`config.mk`:
```
export PLATFORM = sky130hd
export DESIGN_NAME = status_flag_priority_indicator
export DESIGN_NICKNAME = d
export VERILOG_FILES = /design/src/rtl/status_pkg.sv /design/src/rtl/status_flag_priority_indicator.sv /design/src/rtl/window_monitor.sv
export SDC_FILE = /design/constraint.sdc
export NUM_CORES = 1
export LEC_CHECK = 0
export ABC_AREA = 1
export BUFFER_PORTS_ARGS = -buffer_cell sky130_fd_sc_hd__clkbuf_2
export CAP_MARGIN = 20
export CORE_MARGIN = 2
export CORE_UTILIZATION = 40
export CTS_CLUSTER_SIZE = 20
export DETAILED_ROUTE_END_ITERATION = 6
export PLACE_DENSITY = 0.87
export SLEW_MARGIN = 20
export SYNTH_ARGS = -nofsm -noshare
export SYNTH_HDL_FRONTEND = slang
export SYNTH_HIERARCHICAL = 1
export SYNTH_SLANG_ARGS = --single-unit
```
`constraint.sdc`:
```
create_clock -name core_clk -period 0.8 [get_ports core_clk]
set_input_delay 0.08 -clock core_clk [delete_from_list [all_inputs] [get_ports core_clk]]
set_output_delay 0.08 -clock core_clk [all_outputs]
set_load 0.005 [all_outputs]
```
`src/rtl/status_pkg.sv`:
```
// Purpose: Shared constants for the status flag and priority indicator block.
// Assumes: Measurements arrive already digitized on the core_clk domain.
// Notes:   Voltages in tenths of a volt, 5V rail in hundredths, current in mA,
//          temperature in whole degrees Fahrenheit as a signed word.

package status_pkg;

   // --------------------------------------------------------------------
   // Register indices and widths.
   // --------------------------------------------------------------------
   localparam int          DATA_W                      = 16;
   localparam logic [15:0] REG_SYSTEM_ERROR_FLAGS      = 16'h0007;
   localparam logic [15:0] REG_INDICATOR_PRIORITY_CODE = 16'h0009;
   localparam logic [15:0] SYSTEM_ERROR_FLAGS_RESET    = 16'h0000;
   localparam logic [15:0] INDICATOR_CODE_RESET        = 16'h0000;
   localparam logic [15:0] READ_DATA_RESET             = 16'h0000;

   // --------------------------------------------------------------------
   // Bit positions of the system error word.
   // --------------------------------------------------------------------
   localparam int ERR_BIT_POSITIONING = 0;
   localparam int ERR_BIT_CHARGE      = 1;
   localparam int ERR_BIT_MOTOR       = 2;
   localparam int ERR_BIT_OUT_OF_RANGE = 3;

   // --------------------------------------------------------------------
   // Threshold limits.
   // --------------------------------------------------------------------
   localparam logic [15:0] BATTERY_LOW_LIMIT    = 16'h0072;  // 11.4 V
   localparam logic [15:0] BATTERY_HIGH_LIMIT   = 16'h00AF;  // 17.5 V
   localparam logic [15:0] BATTERY_WARN_LIMIT   = 16'h0079;  // 12.1 V
   localparam logic [15:0] SUPPLY36_LOW_LIMIT   = 16'h014A;  // 33.0 V
   localparam logic [15:0] SUPPLY36_HIGH_LIMIT  = 16'h0186;  // 39.0 V
   localparam logic [15:0] SUPPLY5_LOW_LIMIT    = 16'h01C2;  // 4.50 V
   localparam logic [15:0] SUPPLY5_HIGH_LIMIT   = 16'h0226;  // 5.50 V
   localparam logic [15:0] TEMP_LOW_LIMIT       = 16'h0000;  // 0 F
   localparam logic [15:0] TEMP_HIGH_LIMIT      = 16'h00B0;  // 176 F
   localparam logic [15:0] JAM_CURRENT_LIMIT    = 16'h1194;  // 4500 mA
   localparam logic [15:0] WARN_CURRENT_LIMIT   = 16'h0DAC;  // 3500 mA

   // --------------------------------------------------------------------
   // Indicator codes: red count in the low nibble, yellow count times 16.
   // --------------------------------------------------------------------
   localparam logic [15:0] CODE_HEALTHY        = 16'h0000;
   localparam logic [15:0] CODE_RED_1          = 16'h0001;
   localparam logic [15:0] CODE_RED_2          = 16'h0002;
   localparam logic [15:0] CODE_RED_3          = 16'h0003;
   localparam logic [15:0] CODE_RED_4          = 16'h0004;
   localparam logic [15:0] CODE_RED_5          = 16'h0005;
   localparam logic [15:0] CODE_YELLOW_1       = 16'h0010;
   localparam logic [15:0] CODE_YELLOW_2       = 16'h0020;
   localparam logic [15:0] CODE_YELLOW_3       = 16'h0030;
   localparam logic [15:0] CODE_YELLOW_4       = 16'h0040;
   localparam logic [15:0] CODE_YELLOW_5       = 16'h0050;
   localparam logic [15:0] CODE_ACQUIRING      = 16'h0100;

endpackage : status_pkg

```
`src/rtl/status_flag_priority_indicator.sv`:
```
// Purpose: Builds the system error word and the indicator priority code.
// Assumes: All inputs come from logic on core_clk; no synchronisers needed.
// Notes:   Both words are registered; reads return the registered words.
//          The auxiliary-output mask hides indicator levels 2 and 3 only;
//          the error word always shows the raw link and range faults.
//          Jam recovery follows its triggers with no hold time.
//          An unmapped read index returns zero with rd_unmapped set.

`timescale 1ns/1ps

module status_flag_priority_indicator (
   input  wire logic                        core_clk,
   input  wire logic                        rst_n,
   input  wire logic [15:0]                 battery_voltage,
   input  wire logic [15:0]                 supply36_voltage,
   input  wire logic [15:0]                 supply5_voltage,
   input  wire logic [15:0]                 temperature,
   input  wire logic [15:0]                 motor_current,
   input  wire logic                        positioning_link_fail,
   input  wire logic                        charge_link_fail,
   input  wire logic                        motor_link_fail,
   input  wire logic                        motor_fault_report,
   input  wire logic                        aux_output_off,
   input  wire logic                        positioning_acquiring,
   input  wire logic                        rd_en,
   input  wire logic [15:0]                 rd_addr,
   output logic [status_pkg::DATA_W-1:0]    system_error_flags,
   output logic [status_pkg::DATA_W-1:0]    indicator_priority_code,
   output logic [status_pkg::DATA_W-1:0]    rd_data,
   output logic                             rd_valid,
   output logic                             rd_unmapped
);

   import status_pkg::*;

   // --------------------------------------------------------------------
   // Helper functions.
   // --------------------------------------------------------------------
   function automatic logic exceeds(input logic [15:0] value,
                                    input logic [15:0] limit);
      exceeds = value > limit;
   endfunction : exceeds

   function automatic logic is_mapped(input logic [15:0] addr);
      is_mapped = (addr == REG_SYSTEM_ERROR_FLAGS) ||
                  (addr == REG_INDICATOR_PRIORITY_CODE);
   endfunction : is_mapped

   // --------------------------------------------------------------------
   // Declarations.
   // --------------------------------------------------------------------
   logic                battery_oor;
   logic                battery_below;
   logic                supply36_oor;
   logic                supply5_oor;
   logic                temperature_oor;
   logic                battery_low_warn;
   logic                jam_recovery_mode;
   logic                current_warn;
   logic                supply36_shown;
   logic                motor_link_shown;
   logic                analog_out_of_range;
   logic [DATA_W-1:0]   next_system_error_flags;
   logic [DATA_W-1:0]   next_indicator_priority_code;
   logic [DATA_W-1:0]   next_rd_data;
   logic                next_rd_valid;
   logic                next_rd_unmapped;

   // --------------------------------------------------------------------
   // Window monitors on the analog measurements.
   // --------------------------------------------------------------------
   window_monitor #(
      .LOW_LIMIT    (BATTERY_LOW_LIMIT),
      .HIGH_LIMIT   (BATTERY_HIGH_LIMIT),
      .IS_SIGNED    (1'b0)
   ) u_battery_window (
      .value        (battery_voltage),
      .below        (),
      .above        (),
      .out_of_range (battery_oor)
   );

   window_monitor #(
      .LOW_LIMIT    (BATTERY_WARN_LIMIT),
      .HIGH_LIMIT   (16'hFFFF),
      .IS_SIGNED    (1'b0)
   ) u_battery_warn (
      .value        (battery_voltage),
      .below        (battery_below),
      .above        (),
      .out_of_range ()
   );

   window_monitor #(
      .LOW_LIMIT    (SUPPLY36_LOW_LIMIT),
      .HIGH_LIMIT   (SUPPLY36_HIGH_LIMIT),
      .IS_SIGNED    (1'b0)
   ) u_supply36_window (
      .value        (supply36_voltage),
      .below        (),
      .above        (),
      .out_of_range (supply36_oor)
   );

   window_monitor #(
      .LOW_LIMIT    (SUPPLY5_LOW_LIMIT),
      .HIGH_LIMIT   (SUPPLY5_HIGH_LIMIT),
      .IS_SIGNED    (1'b0)
   ) u_supply5_window (
      .value        (supply5_voltage),
      .below        (),
      .above        (),
      .out_of_range (supply5_oor)
   );

   window_monitor #(
      .LOW_LIMIT    (TEMP_LOW_LIMIT),
      .HIGH_LIMIT   (TEMP_HIGH_LIMIT),
      .IS_SIGNED    (1'b1)
   ) u_temperature_window (
      .value        (temperature),
      .below        (),
      .above        (),
      .out_of_range (temperature_oor)
   );

   // --------------------------------------------------------------------
   // Condition decode.
   // --------------------------------------------------------------------
   always_comb
   begin
      battery_low_warn    = battery_below;
      // Over-current and the motor fault report both start jam recovery.
      jam_recovery_mode   = exceeds(motor_current, JAM_CURRENT_LIMIT) |
                            motor_fault_report;
      current_warn        = exceeds(motor_current, WARN_CURRENT_LIMIT);
      supply36_shown      = supply36_oor & ~aux_output_off;
      motor_link_shown    = motor_link_fail & ~aux_output_off;
      analog_out_of_range = battery_oor | supply36_oor |
                            supply5_oor | temperature_oor;
   end

   // --------------------------------------------------------------------
   // Next system error word.
   // --------------------------------------------------------------------
   always_comb
   begin
      next_system_error_flags                       = SYSTEM_ERROR_FLAGS_RESET;
      next_system_error_flags[ERR_BIT_POSITIONING]  = positioning_link_fail;
      next_system_error_flags[ERR_BIT_CHARGE]       = charge_link_fail;
      next_system_error_flags[ERR_BIT_MOTOR]        = motor_link_fail;
      next_system_error_flags[ERR_BIT_OUT_OF_RANGE] = analog_out_of_range;
   end

   // --------------------------------------------------------------------
   // System error word register.
   // --------------------------------------------------------------------
   always_ff @(posedge core_clk or negedge rst_n)
   begin
      if (!rst_n)
      begin
         system_error_flags <= SYSTEM_ERROR_FLAGS_RESET;
      end
      else
      begin
         system_error_flags <= next_system_error_flags;
      end
   end

   // --------------------------------------------------------------------
   // Next indicator code, highest precedence first.
   // --------------------------------------------------------------------
   always_comb
   begin
      if (battery_oor)
      begin
         next_indicator_priority_code = CODE_RED_5;
      end
      else if (jam_recovery_mode)
      begin
         next_indicator_priority_code = CODE_RED_1;
      end
      else if (supply36_shown)
      begin
         next_indicator_priority_code = CODE_RED_2;
      end
      else if (motor_link_shown)
      begin
         next_indicator_priority_code = CODE_RED_3;
      end
      else if (charge_link_fail)
      begin
         next_indicator_priority_code = CODE_RED_4;
      end
      else if (current_warn)
      begin
         next_indicator_priority_code = CODE_YELLOW_1;
      end
      else if (battery_low_warn)
      begin
         next_indicator_priority_code = CODE_YELLOW_2;
      end
      else if (temperature_oor)
      begin
         next_indicator_priority_code = CODE_YELLOW_3;
      end
      else if (supply5_oor)
      begin
         next_indicator_priority_code = CODE_YELLOW_4;
      end
      else if (positioning_link_fail)
      begin
         next_indicator_priority_code = CODE_YELLOW_5;
      end
      // The acquiring code ranks below every fault and above healthy.
      else if (positioning_acquiring)
      begin
         next_indicator_priority_code = CODE_ACQUIRING;
      end
      else
      begin
         next_indicator_priority_code = CODE_HEALTHY;
      end
   end

   // --------------------------------------------------------------------
   // Indicator code register.
   // --------------------------------------------------------------------
   always_ff @(posedge core_clk or negedge rst_n)
   begin
      if (!rst_n)
      begin
         indicator_priority_code <= INDICATOR_CODE_RESET;
      end
      else
      begin
         indicator_priority_code <= next_indicator_priority_code;
      end
   end

   // --------------------------------------------------------------------
   // Register read port.
   // --------------------------------------------------------------------
   always_comb
   begin
      next_rd_valid    = rd_en;
      next_rd_unmapped = rd_en & ~is_mapped(rd_addr);
      next_rd_data     = READ_DATA_RESET;
      // A read returns each word as it stood before this edge.
      if (rd_en && (rd_addr == REG_SYSTEM_ERROR_FLAGS))
      begin
         next_rd_data = system_error_flags;
      end
      else if (rd_en && (rd_addr == REG_INDICATOR_PRIORITY_CODE))
      begin
         next_rd_data = indicator_priority_code;
      end
   end

   // --------------------------------------------------------------------
   // Read port registers.
   // --------------------------------------------------------------------
   always_ff @(posedge core_clk or negedge rst_n)
   begin
      if (!rst_n)
      begin
         rd_data     <= READ_DATA_RESET;
         rd_valid    <= 1'b0;
         rd_unmapped <= 1'b0;
      end
      else
      begin
         rd_data     <= next_rd_data;
         rd_valid    <= next_rd_valid;
         rd_unmapped <= next_rd_unmapped;
      end
   end

endmodule : status_flag_priority_indicator

```
`src/rtl/window_monitor.sv`:
```
// Purpose: Flags a measurement that lies below or above a fixed window.
// Assumes: Limits are constants; the value is stable within the cycle.
// Notes:   Purely combinational; the caller registers the result.

`timescale 1ns/1ps

module window_monitor #(
   parameter logic [15:0] LOW_LIMIT  = 16'h0000,
   parameter logic [15:0] HIGH_LIMIT = 16'hFFFF,
   parameter bit          IS_SIGNED  = 1'b0
) (
   input  wire logic [15:0] value,
   output logic             below,
   output logic             above,
   output logic             out_of_range
);

   // --------------------------------------------------------------------
   // Window comparison.
   // --------------------------------------------------------------------
   always_comb
   begin
      if (IS_SIGNED)
      begin
         below = $signed(value) < $signed(LOW_LIMIT);
         above = $signed(value) > $signed(HIGH_LIMIT);
      end
      else
      begin
         below = value < LOW_LIMIT;
         above = value > HIGH_LIMIT;
      end
      out_of_range = below | above;
   end

endmodule : window_monitor

```
==> results.md <==
* PnR worst setup slack at -0.261 ns
* I/O Buffers at 125
* PD cells at 899 nW/um^2
* CTS Sinks at 21
* Cells after synthesis at 296
* Num CTS Buffers at 3
* Critical path launch point type: input pin
* Status: finished with violations
* Sequential Power Share at 43.8%
* Die width at 71.9 um
* Clock transition at path regs at 0.07 ns
* Final WL at 4950 um
* Clock root buffer: clkbuf_8
* Final Wtd Congestion at 0.791
* First-pass GRT wire length at 7880 um
* GRT Total Usage at 18.8%
* Total iterations of the first detailed-routing run at 4
* Drt wl/cell at 10.0 um
* Worst IR Drop VDD at 0.535 mV
* Combinational Power Share at 28.4%
* Post-route ant nets at 0
* Vias in the first global route at 2018
* Synth warn at 6
* CP required at 1.00 ns
* Switching Share at 28.6%
* Post-Synthesis Cell Area at 1850 um^2
* Die height at 71.9 um
* Initial Util at 41.8%
* Finished Cell Area at 2740 um^2
* Row cnt at 24
* CP max FO at 3
* Core footprint at 4410 um^2
* Clock latency at the later pin of the worst-skew pair at 0.26 ns
* Vias per inst at 4.32
* P_sw at 706 uW
* Power Internal at 1.76 mW
* Final Hold Slack at 0.0441 ns
* Worst min path class: input pin to flop
* Layout cells sized above 1 at 46.8%
* Worst slack at placement at -0.572 ns
* Clock tree buffer depth at 2
* Setup crit end kind: flop
* GRT overflow at 0
* Fin crit share at 133%
* # IOs at 155
* Die area at 5170 um^2
* CTS tree: built
* DRT iter0 DRCs at 36
* Clock skew at 0.00128 ns
* Worst EP arrival at 1.26 ns
* Final Critical Period at 1.06 ns
* Setup Viol. Count Final at 26
* Pleak at 1.60 nW
* Violated checks: setup timing
* H-tree depth at 1
* WS Path Type: input pin to flop
* Final hold viol count at 0
* RSZ-0062 raised after global routing: true
* DP HPWL at 4220 um
* Synth-to-layout area growth at 48.5%
* Max_cap viols at 0
* Number of remaining DRC errors at 0
* Inserted Diodes at 0
* Overall Power at 2.47 mW
* DR vias at 2136
* Initial antenna violation count at 0
* Synth Area per Inst at 6.23 um^2
* Largest net degree at the start of global routing at 22
* Clock Power Share at 27.8%
* Fin. max-slew vios at 0
* Placed instance area at 2540 um^2
* Fin nets at 548
* Fmax at 942 MHz
## layout make-up
type                       count  area (um^2)
clock inverter                 1         5.00
timing repair buffer         143          801
clock buffer                   3         41.3
multi-input combinational    221         1100
tap                           52         65.1
fill                         433         1670
sequential                    21          526
inverter                      53          204
## cell usage in the layout (no fill, tap or decap)
cell type        n
or2_4            1
inv_2           13
dlygate4sd3_1    3
and2_1           1
clkbuf_8         3
nor3_1           4
nand3_1         15
and3_1           2
buf_4           13
o21ai_0          2
clkbuf_2       121
nand3b_1         2
conb_1          29
o21ai_1          1
a21oi_1          3
dfrtp_1         21
inv_1           37
buf_6            6
nand4_1          7
nand3_2          7
nor3_2           3
clkinv_2         1
o21ai_2          1
nand2_2          7
inv_4            2
nand2_1         73
nor2_2          19
or2_2            1
nor2_1          33
clkinv_1         1
and3_2           1
nor2_4           7
a31oi_1          1
nand2_4          1
## routing by layer
| layer | track usage [%] | part of all wire (%) |
|---|---|---|
| met3 | 3.33 | 5.2 |
| met4 | 7.13 | 2.4 |
| met1 | 20.2 | 37 |
| met5 | 0 | 0 |
| met2 | 36.3 | 55 |
## path summary, 6_finish.rpt
path / depth (start not counted) / slack [ns] / end / from
worst max-delay path: 12 / -0.26 / indicator_priority_code[6] / supply36_voltage[10]
worst min-delay path: 2 / 0.04 / system_error_flags[0] / positioning_link_fail
worst max register to register: 3 / 0.07 / rd_data[1] / system_error_flags[1]
worst min register to register: 2 / 0.48 / rd_data[2] / indicator_priority_code[2]
max in group asynchronous: 2 / 0.16 / rd_unmapped / rst_n
min in group asynchronous: 2 / 0.31 / rd_data[6] / rst_n
## registers in the layout, indices dropped and copies added, names as in the netlist
| signal | count |
|---|---|
| indicator_priority_code | 7 |
| rd_unmapped | 1 |
| rd_data | 8 |
| rd_valid | 1 |
| system_error_flags | 4 |
## stage by stage
stage	util, %	std cells	TNS [ns]
finish	62.1	494	-1.65
global route	62.1	494	-3.21
CTS	60.0	494	-1.63
detailed placement	57.7	486	-5.21
global placement	57.7	486	-4.08
floorplan	-	324	-1.20
## critical path, stage by stage
cell	delay, ns
buf_6	0.10
nor2_4	0.08
nand2_1	0.06
nor2_2	0.14
nand3_1	0.08
nand2_1	0.07
nand2_2	0.06
o21ai_2	0.16
nand3_2	0.12
nor2_4	0.13
nand3_2	0.09
nor2_2	0.09
## power groups by stage
| stage | sequential, mW | combinational [mW] | clock [mW] |
|---|---|---|---|
| final | 1.08 | 0.700 | 0.686 |
| after global routing | 1.08 | 0.791 | 0.739 |
| after CTS | 1.08 | 0.665 | 0.707 |
| after detailed placement | 1.10 | 0.641 | 0 |
| after global placement | 1.10 | 0.620 | 0 |
| after floorplan | 1.10 | 0.343 | 0 |
## timing repair
action                                 CTS  global route
resized for setup                        7            27
buffers inserted                         1             0
setup endpoints to repair               28            37
hold buffers                             3             0
pin swaps                                3            16
endpoints found under the hold margin   23             0
No activity file was read; power rests on OpenSTA's default activity.
